==> src/scf_pkg.sv <==
// Shared constants and types for the framed command engine
// Behaviour
// RULE1: Identity is family, 48-bit serial, CRC-8.
// RULE2: Identity CRC-8 uses x^8+x^5+x^4+1.
// RULE3: Serial reads zero until a command executes; here loaded on any release byte AAh.
// RULE4: Commands accepted only after reset and ROM select.
// RULE5: Every exchange opens with start code 66h.
// RULE6: Decode 96h write, 44h read, AAh status.
// RULE7: Decode C3h protect, A5h signature, C9h decrement.
// RULE8: Decode 33h disable, D2h random, CBh public key.
// RULE9: Decode 59h key verify, 89h signed write.
// RULE10: Length byte follows start; command byte next.
// RULE11: Device returns inverted CRC-16 of request.
// RULE12: Execution starts only on release byte AAh.
// RULE13: Master holds strong pullup 15ms after release.
// RULE14: Dummy byte, then length, result, data, CRC.
// RULE15: Unsupported command answers length 00h, CRC FFFFh.
// RULE16: Disabled device answers one byte 88h.
// RULE17: Response CRC excludes dummy, sent inverted.
// RULE18: CRC-16 x^16+x^15+x^2+1, low byte first.
// RULE19: Bad CRC or release abandons until reset.
package scf_pkg;
	localparam logic [7:0] START_CODE   = 8'h66;
	localparam logic [7:0] RELEASE_CODE = 8'haa;
	localparam logic [7:0] ERR_DISABLED = 8'h88;
	localparam logic [7:0] DUMMY_BYTE   = 8'hff;
	localparam logic [7:0] OP_WRITE     = 8'h96;
	localparam logic [7:0] OP_READ      = 8'h44;
	localparam logic [7:0] OP_STATUS    = 8'haa;
	localparam logic [7:0] OP_PROTECT   = 8'hc3;
	localparam logic [7:0] OP_SIGN      = 8'ha5;
	localparam logic [7:0] OP_DECR      = 8'hc9;
	localparam logic [7:0] OP_DISABLE   = 8'h33;
	localparam logic [7:0] OP_RANDOM    = 8'hd2;
	localparam logic [7:0] OP_PUBKEY    = 8'hcb;
	localparam logic [7:0] OP_KEYCHK    = 8'h59;
	localparam logic [7:0] OP_SIGWRITE  = 8'h89;
	// Reflected forms of the two polynomials
	localparam logic [7:0]  CRC8_POLY   = 8'h8c;
	localparam logic [15:0] CRC16_POLY  = 16'ha001;
	localparam int          CLK_HZ      = 25000000;
	localparam int          SPU_MS      = 15;
	localparam int          SPU_CYCLES  = (CLK_HZ / 1000) * SPU_MS;

	typedef enum logic [3:0] {
		CMD_NONE, CMD_WRITE, CMD_READ, CMD_STATUS, CMD_PROTECT, CMD_SIGN,
		CMD_DECR, CMD_DISABLE, CMD_RANDOM, CMD_PUBKEY, CMD_KEYCHK, CMD_SIGWRITE
	} scf_cmd_t;

	function automatic logic [15:0] scf_crc16(input logic [15:0] c, input logic [7:0] d);
		logic [15:0] r;
		r = c ^ {8'h00, d};
		for (int i = 0; i < 8; i++)
			r = r[0] ? ((r >> 1) ^ CRC16_POLY) : (r >> 1);
		return r;
	endfunction

	function automatic logic [7:0] scf_crc8(input logic [55:0] d);
		logic [7:0] r;
		r = 8'h00;
		for (int i = 0; i < 56; i++)
			r = (r[0] ^ d[i]) ? ((r >> 1) ^ CRC8_POLY) : (r >> 1);
		return r;
	endfunction
endpackage

==> src/scf_link_if.sv <==
// Byte-level link between the bus master and the device
`timescale 1ns/10ps
interface scf_link_if;
	logic       bus_rst;
	logic       rom_ok;
	logic       h2d_stb;
	logic [7:0] h2d_byte;
	logic       rd_stb;
	logic [7:0] d2h_byte;
	logic       busy;
	logic       spu;
	modport dev  (input bus_rst, rom_ok, h2d_stb, h2d_byte, rd_stb, spu,
	              output d2h_byte, busy);
	modport host (output bus_rst, rom_ok, h2d_stb, h2d_byte, rd_stb, spu,
	              input d2h_byte, busy);
endinterface

==> src/scf_device.sv <==
// Device end: identity number, command decode and command framing
`timescale 1ns/10ps
module scf_device
	import scf_pkg::*;
#(
	parameter logic [7:0] FAMILY = 8'h5a  // Arbitrary value
)(
	// Clock and reset
	input  wire logic       clk,
	input  wire logic       rst,
	// Link
	scf_link_if.dev         link,
	// Identity
	input  wire logic [47:0] serial_in,
	output logic      [63:0] rom_id,
	// Device state
	input  wire logic       disabled,
	// Command out
	output logic            exec,
	output scf_cmd_t        cmd_kind,
	output logic      [7:0] cmd_code,
	output logic            par_stb,
	output logic      [7:0] par_byte,
	output logic            abort,
	// Result in
	input  wire logic       done,
	input  wire logic [7:0] res_byte,
	input  wire logic [7:0] res_dlen,
	output logic            dat_rd,
	input  wire logic [7:0] dat_byte
);
	typedef enum logic [3:0] {
		S_ROM, S_START, S_LEN, S_CMD, S_PARAM, S_CRCL, S_CRCH, S_REL,
		S_RUN, S_DUMMY, S_RLEN, S_RBYTE, S_RDATA, S_RCL, S_RCH, S_DEAD
	} scf_dst_t;

	scf_dst_t    state;
	logic [7:0]  cnt;
	logic [15:0] crc;
	logic [47:0] serial;
	logic [7:0]  res_len;
	logic [7:0]  res_b;
	logic [7:0]  tx;
	logic [15:0] crc_wr;
	logic [15:0] crc_rd;
	scf_cmd_t    kind_nx;

	function automatic scf_cmd_t decode(input logic [7:0] c);
		case (c)
			OP_WRITE:    return CMD_WRITE;     // [RULE6]
			OP_READ:     return CMD_READ;      // [RULE6]
			OP_STATUS:   return CMD_STATUS;    // [RULE6]
			OP_PROTECT:  return CMD_PROTECT;   // [RULE7]
			OP_SIGN:     return CMD_SIGN;      // [RULE7]
			OP_DECR:     return CMD_DECR;      // [RULE7]
			OP_DISABLE:  return CMD_DISABLE;   // [RULE8]
			OP_RANDOM:   return CMD_RANDOM;    // [RULE8]
			OP_PUBKEY:   return CMD_PUBKEY;    // [RULE8]
			OP_KEYCHK:   return CMD_KEYCHK;    // [RULE9]
			OP_SIGWRITE: return CMD_SIGWRITE;  // [RULE9]
			default:     return CMD_NONE;
		endcase
	endfunction

	assign crc_wr   = scf_crc16(crc, link.h2d_byte);  // [RULE18]
	assign crc_rd   = scf_crc16(crc, tx);             // [RULE18]
	assign kind_nx  = decode(link.h2d_byte);
	assign link.d2h_byte = tx;
	assign link.busy     = (state == S_RUN);
	assign dat_rd = link.rd_stb && (state == S_RBYTE || state == S_RDATA) && cnt != 8'h00;

	// Identity number, family code in the low byte
	always_ff @(posedge clk)
	begin
		if (rst)
			rom_id <= {scf_crc8({48'h0, FAMILY}), 48'h0, FAMILY};  // [RULE3]
		else
			rom_id <= {scf_crc8({serial, FAMILY}), serial, FAMILY};  // [RULE1] [RULE2]
	end

	// Serial is loaded from serial_in at every release byte, executed or not
	always_ff @(posedge clk)
	begin
		if (rst)
			serial <= 48'h0;
		else if (state == S_REL && link.h2d_stb && link.h2d_byte == RELEASE_CODE)
			serial <= serial_in;  // [RULE3]
	end

	// Parameter bytes passed on one cycle late
	always_ff @(posedge clk)
	begin
		if (rst)
		begin
			par_stb  <= 1'b0;
			par_byte <= 8'h00;
		end
		else
		begin
			par_stb <= (state == S_PARAM) && link.h2d_stb;
			if (state == S_PARAM && link.h2d_stb)
				par_byte <= link.h2d_byte;
		end
	end

	// Frame sequencing
	always_ff @(posedge clk)
	begin
		if (rst)
		begin
			state    <= S_ROM;
			cnt      <= 8'h00;
			crc      <= 16'h0;
			tx       <= DUMMY_BYTE;
			res_len  <= 8'h00;
			res_b    <= 8'h00;
			cmd_code <= 8'h00;
			cmd_kind <= CMD_NONE;
			exec     <= 1'b0;
			abort    <= 1'b0;
		end
		else
		begin
			exec  <= 1'b0;
			abort <= 1'b0;
			if (link.bus_rst)
			begin
				state <= S_ROM;
				tx    <= DUMMY_BYTE;
			end
			else
			begin
				case (state)
					S_ROM:
						if (link.rom_ok)
							state <= S_START;  // [RULE4]
					S_START:
						if (link.h2d_stb)
						begin
							crc   <= scf_crc16(16'h0, link.h2d_byte);
							state <= (link.h2d_byte == START_CODE) ? S_LEN : S_DEAD;  // [RULE5]
						end
					S_LEN:
						if (link.h2d_stb)
						begin
							crc   <= crc_wr;
							cnt   <= link.h2d_byte;  // [RULE10]
							state <= S_CMD;
						end
					S_CMD:
						if (link.h2d_stb)
						begin
							crc      <= crc_wr;
							cmd_code <= link.h2d_byte;  // [RULE10]
							cmd_kind <= kind_nx;
							if (cnt <= 8'h01)
							begin
								cnt   <= 8'h00;
								tx    <= ~crc_wr[7:0];  // [RULE11]
								state <= S_CRCL;
							end
							else
							begin
								cnt   <= cnt - 8'h01;
								state <= S_PARAM;
							end
						end
					S_PARAM:
						if (link.h2d_stb)
						begin
							crc <= crc_wr;
							cnt <= cnt - 8'h01;
							if (cnt == 8'h01)
							begin
								tx    <= ~crc_wr[7:0];  // [RULE11]
								state <= S_CRCL;
							end
						end
					S_CRCL:
						if (link.rd_stb)
						begin
							tx    <= ~crc[15:8];  // [RULE11] [RULE18]
							state <= S_CRCH;
						end
					S_CRCH:
						if (link.rd_stb)
						begin
							tx    <= DUMMY_BYTE;
							state <= S_REL;
						end
					S_REL:
						if (link.h2d_stb)
						begin
							crc <= 16'h0;
							if (link.h2d_byte != RELEASE_CODE)
							begin
								abort <= 1'b1;
								state <= S_DEAD;  // [RULE19]
							end
							else if (disabled)
							begin
								res_len <= 8'h01;
								res_b   <= ERR_DISABLED;  // [RULE16]
								cnt     <= 8'h00;
								state   <= S_DUMMY;
							end
							else if (cmd_kind == CMD_NONE)
							begin
								res_len <= 8'h00;  // [RULE15]
								state   <= S_DUMMY;
							end
							else
							begin
								exec  <= 1'b1;  // [RULE12]
								state <= S_RUN;
							end
						end
					S_RUN:
						if (done)
						begin
							res_b   <= res_byte;
							res_len <= res_dlen + 8'h01;
							cnt     <= res_dlen;
							state   <= S_DUMMY;
						end
					S_DUMMY:
						if (link.rd_stb)
						begin
							tx    <= res_len;  // [RULE14]
							state <= S_RLEN;
						end
					S_RLEN:
						if (link.rd_stb)
						begin
							crc <= crc_rd;  // [RULE17]
							if (res_len == 8'h00)
							begin
								tx    <= ~crc_rd[7:0];
								state <= S_RCL;
							end
							else
							begin
								tx    <= res_b;
								state <= S_RBYTE;
							end
						end
					S_RBYTE, S_RDATA:
						if (link.rd_stb)
						begin
							crc <= crc_rd;  // [RULE17]
							if (cnt == 8'h00)
							begin
								tx    <= ~crc_rd[7:0];
								state <= S_RCL;
							end
							else
							begin
								tx    <= dat_byte;  // [RULE14]
								cnt   <= cnt - 8'h01;
								state <= S_RDATA;
							end
						end
					S_RCL:
						if (link.rd_stb)
						begin
							tx    <= ~crc[15:8];  // [RULE17]
							state <= S_RCH;
						end
					S_RCH:
						if (link.rd_stb)
						begin
							tx    <= DUMMY_BYTE;
							state <= S_DEAD;
						end
					S_DEAD:
						state <= S_DEAD;
					default:
						state <= S_DEAD;
				endcase
			end
		end
	end
endmodule

==> src/flat_wrapper.sv <==
// flat-port wrapper written by rule: the top's interface ports become plain ports
module scf_device_flat import scf_pkg::*;
#(
	parameter logic [7:0] FAMILY = 8'h5a                    
)
  (clk, rst, serial_in, rom_id, disabled, exec, cmd_kind, cmd_code, par_stb, par_byte, abort, done, res_byte, res_dlen, dat_rd, dat_byte, link_bus_rst, link_rom_ok, link_h2d_stb, link_h2d_byte, link_rd_stb, link_spu, link_d2h_byte, link_busy);
  scf_link_if link_i ();
  input  wire logic clk;
  input  wire logic rst;
  input  wire logic [47:0] serial_in;
  output logic      [63:0] rom_id;
  input  wire logic disabled;
  output logic exec;
  output scf_cmd_t cmd_kind;
  output logic      [7:0] cmd_code;
  output logic par_stb;
  output logic      [7:0] par_byte;
  output logic abort;
  input  wire logic done;
  input  wire logic [7:0] res_byte;
  input  wire logic [7:0] res_dlen;
  output logic dat_rd;
  input  wire logic [7:0] dat_byte;
  input wire logic [$bits(link_i.bus_rst)-1:0] link_bus_rst;
  input wire logic [$bits(link_i.rom_ok)-1:0] link_rom_ok;
  input wire logic [$bits(link_i.h2d_stb)-1:0] link_h2d_stb;
  input wire logic [$bits(link_i.h2d_byte)-1:0] link_h2d_byte;
  input wire logic [$bits(link_i.rd_stb)-1:0] link_rd_stb;
  input wire logic [$bits(link_i.spu)-1:0] link_spu;
  output wire logic [$bits(link_i.d2h_byte)-1:0] link_d2h_byte;
  output wire logic [$bits(link_i.busy)-1:0] link_busy;
  assign link_i.bus_rst = link_bus_rst;
  assign link_i.rom_ok = link_rom_ok;
  assign link_i.h2d_stb = link_h2d_stb;
  assign link_i.h2d_byte = link_h2d_byte;
  assign link_i.rd_stb = link_rd_stb;
  assign link_i.spu = link_spu;
  assign link_d2h_byte = link_i.d2h_byte;
  assign link_busy = link_i.busy;
  scf_device #(.FAMILY(FAMILY)) u_core (.clk(clk), .rst(rst), .link(link_i), .serial_in(serial_in), .rom_id(rom_id), .disabled(disabled), .exec(exec), .cmd_kind(cmd_kind), .cmd_code(cmd_code), .par_stb(par_stb), .par_byte(par_byte), .abort(abort), .done(done), .res_byte(res_byte), .res_dlen(res_dlen), .dat_rd(dat_rd), .dat_byte(dat_byte));
endmodule
==> config.mk <==
export PLATFORM = sky130hd
export DESIGN_NAME = scf_device_flat
export DESIGN_NICKNAME = d
export VERILOG_FILES = /design/src/scf_pkg.sv /design/src/scf_link_if.sv /design/src/scf_device.sv /design/src/flat_wrapper.sv
export SDC_FILE = /design/constraint.sdc
export NUM_CORES = 1
export LEC_CHECK = 0
export BUFFER_PORTS_ARGS = -buffer_cell sky130_fd_sc_hd__buf_2
export CAP_MARGIN = 20
export CORE_ASPECT_RATIO = 0.9
export CORE_UTILIZATION = 38
export CTS_BUF_LIST = sky130_fd_sc_hd__clkbuf_8
export CTS_CLUSTER_SIZE = 8
export DETAILED_ROUTE_END_ITERATION = 12
export HOLD_SLACK_MARGIN = 0.02
export SLEW_MARGIN = 20
export SYNTH_ARGS = -nofsm -noshare
export SYNTH_HDL_FRONTEND = slang
export SYNTH_SLANG_ARGS = --single-unit
export TNS_END_PERCENT = 30
==> constraint.sdc <==
create_clock -name clk -period 9.15 [get_ports clk]
set_clock_uncertainty 0.05 [all_clocks]
set_input_delay 1.83 -clock clk [delete_from_list [all_inputs] [get_ports clk]]
set_output_delay 1.83 -clock clk [all_outputs]
set_load 0.01 [all_outputs]
==> reports/metrics.cfg <==
[outcome]
status=completed

[floorplanning]
coreArea_mm2=0.0244
fp-row-count=54
die_w_um=169
io_pins=186
initial_utilization_pct=38.9
die-area_mm2=0.0256
fp.dieH_um=152

[route]
drt_pre_antenna_iters=6
viasPerCell=5.01
vias=7920
antenna_left=0
routedWlPerCell_um=16.4
drc=0
finalWirelength_um=25900
dr.first_iter.drc_count=580

[logic_synthesis]
synth_area_leaders=dfxtp_1, xnor2_1, nand2_1
synth_area_leader_cell=dfxtp_1
syn_area_mm2=0.00949
yosysSeqAreaShare_pct=37.8
synth_cell_types=65
dominantRegCellSynth=dfxtp_1
netlist_instances=1095
synth_common_cells=dfxtp_1, nand2_1, a21oi_1, xnor2_1, nor2_1
synth_most_common_cell=dfxtp_1
ys_ff_latch=179
ys_async_sr_fraction_pct=0
yosysWarnings=0
synth_enable_flop_cells=0
syn_area_per_cell_um2=8.66
yosysTopAreaCellShare_pct=37.8

[sta]
post-route-period-util_pct=51.6
maxSlewViolCount=0
setup_viol=0
relSlewSlack_pct=31.8
hold_viol=0
min_period_ns=4.72
setup_tns_ns=0
hold_ws_ns=0.408
worst_pin_slew_ns=1.01
rsz0062_at_grt=no
timing.fmax_ghz=0.212

[global_route]
grt_pass1_vias=7354
grt_overflow=0
grt_pass1_wl_um=40900
grt_max_degree=79
antenna_found_initial=0
grt_usage_pct=20.4

[cells_and_area]
layout.nets=1340
fin_area_mm2=0.0110
syn_to_final_growth_pct=16.3
antenna_cells_inserted=0
drive_gt1_share_pct=19.4

[clock_tree]
clock-root-buffer=clkbuf_8
cts_tree=yes
cts_resized=0
clockBufferDepth=2
cts.htree.levels=4
path_clk_slew_ns=0.11
clock-sinks=179
clkLatencyLatePin_ns=0.47
cts_buffers=17
cts_hold_buf=0
post-cts-setup-buffers=0

[setup_path]
timing.critical_path.mode_cell=nand2_1
cp.required_ns=7.27
critical_path_arrival_ns=2.84
critPathSlowestCell=dfxtp_1
cp_cell_sequence=nand3b_1 -> nand2_1 -> nand2_1 -> nor2_1 -> and2_1 -> buf_2
slowest_delay_ns=0.93
critPathCaptureType=primary output
path_max_fanout=28
critPathKind=reg -> out
worst_setup_path_start_kind=flop

[pwr]
totalPowerFinal_mw=1.59
power.leakage_nw=4.49
power_density_mw_per_mm2=144
ir_drop_v=0.0000784

[placement]
place_hpwl_um=19000
portBuffers=176
gp_congestion=0.898
place_area_mm2=0.0106

[flow_run]
maxCapViolCount=0

[hold_path]
min_path_type=reg -> reg

==> metrics by stage <==
stage	util (%)	instances	setup WS, ns
final	45.2	1581	4.43
after floorplan	-	1101	5.11
after detailed placement	43.6	1550	4.26
after CTS	45.2	1581	4.50
after global routing	45.2	1581	4.28
after global placement	43.3	1548	4.23
==> final cells by class <==
type,count,area (µm²)
Clock buffer,17,234
Clock inverter,14,169
Fill cell,2445,13400
Inverter,16,60.1
Multi-Input combinational cell,837,5600
Sequential cell,179,3580
Tap cell,336,420
Timing Repair Buffer,182,968
==> kinds of logic after synthesis <==
group / count (synthesis) / synth area share (%)
other: 2 / 0.0792
adders and majority gates: 18 / 2.37
xor gates and xnor gates: 173 / 21.5
AOI/OAI and AO/OA: 219 / 14.0
buffers and inverters: 85 / 3.78
DFF: 179 / 37.8
muxes: 4 / 0.475
and+or+nand+nor: 415 / 20.0
==> path summary, 6_finish.rpt <==
kind	start	end	slack, ns	depth (start not counted)
setup / recovery	u_core.state[0]$_SDFFE_PP0P_	dat_rd	4.43	6
hold / removal	u_core.cmd_code[0]$_SDFFE_PP0P_	u_core.cmd_code[0]$_SDFFE_PP0P_	0.41	2
setup reg to reg	u_core.serial[2]$_SDFFE_PP0P_	u_core.rom_id[59]$_SDFF_PP0_	5.06	9
hold reg to reg	u_core.cmd_code[0]$_SDFFE_PP0P_	u_core.cmd_code[0]$_SDFFE_PP0P_	0.41	2
==> layout by cell type (no fill, tap or decap), types with 4 or more instances in the layout <==
cell type / count
a211oi_1: 7
a21oi_1: 112
a221oi_1: 9
a222oi_1: 7
a22oi_1: 12
and3_1: 4
buf_2: 175
buf_4: 5
clkbuf_8: 17
clkinv_4: 5
conb_1: 8
dfxtp_1: 179
ha_1: 18
inv_1: 15
inv_8: 4
nand2_1: 167
nand2b_1: 13
nand3_1: 25
nand4_1: 5
nor2_1: 88
nor2b_1: 57
nor3_1: 33
nor4_1: 5
o211ai_1: 8
o21a_1: 6
o21ai_0: 30
o221ai_1: 4
or2_2: 5
or4_1: 4
xnor2_1: 99
xnor2_2: 5
xnor3_1: 19
xnor3_2: 6
xor2_1: 33
xor2_2: 5
==> sequential cells by signal, indices dropped and copies added, names as in the netlist <==
signal	count
u_core.rom_id	56
u_core.exec	1
u_core.crc	16
u_core.link.d2h_byte	8
u_core.abort	1
u_core.par_stb	1
u_core.state	4
u_core.par_byte	8
u_core.serial	48
u_core.cnt	8
u_core.res_b	8
u_core.cmd_kind	4
u_core.cmd_code	8
u_core.res_len	8
==> worst max-delay path, delay by kind of cell (launching register included) <==
family                 cells  cell delay (ns)
DFF                        1             0.93
buffers and inverters      1             0.12
and+or+nand+nor            5             1.30
==> metal layers <==
metal  up-vias  global-route usage [%]  share of wire (%)
met5         -                       0                  0
met4         0                    4.59                1.1
met1      3665                    30.9                 50
li1       3970                       -                  -
met2       265                    29.5                 42
met3        20                    3.86                6.4
==> report_power, final <==
part,leakage [nW],switching [mW],internal (mW)
sequential,1.44,0.0152,0.787
clock,0.204,0.335,0.229
combinational,2.84,0.135,0.0872
Note: power is estimated with default switching activity, not from simulation.
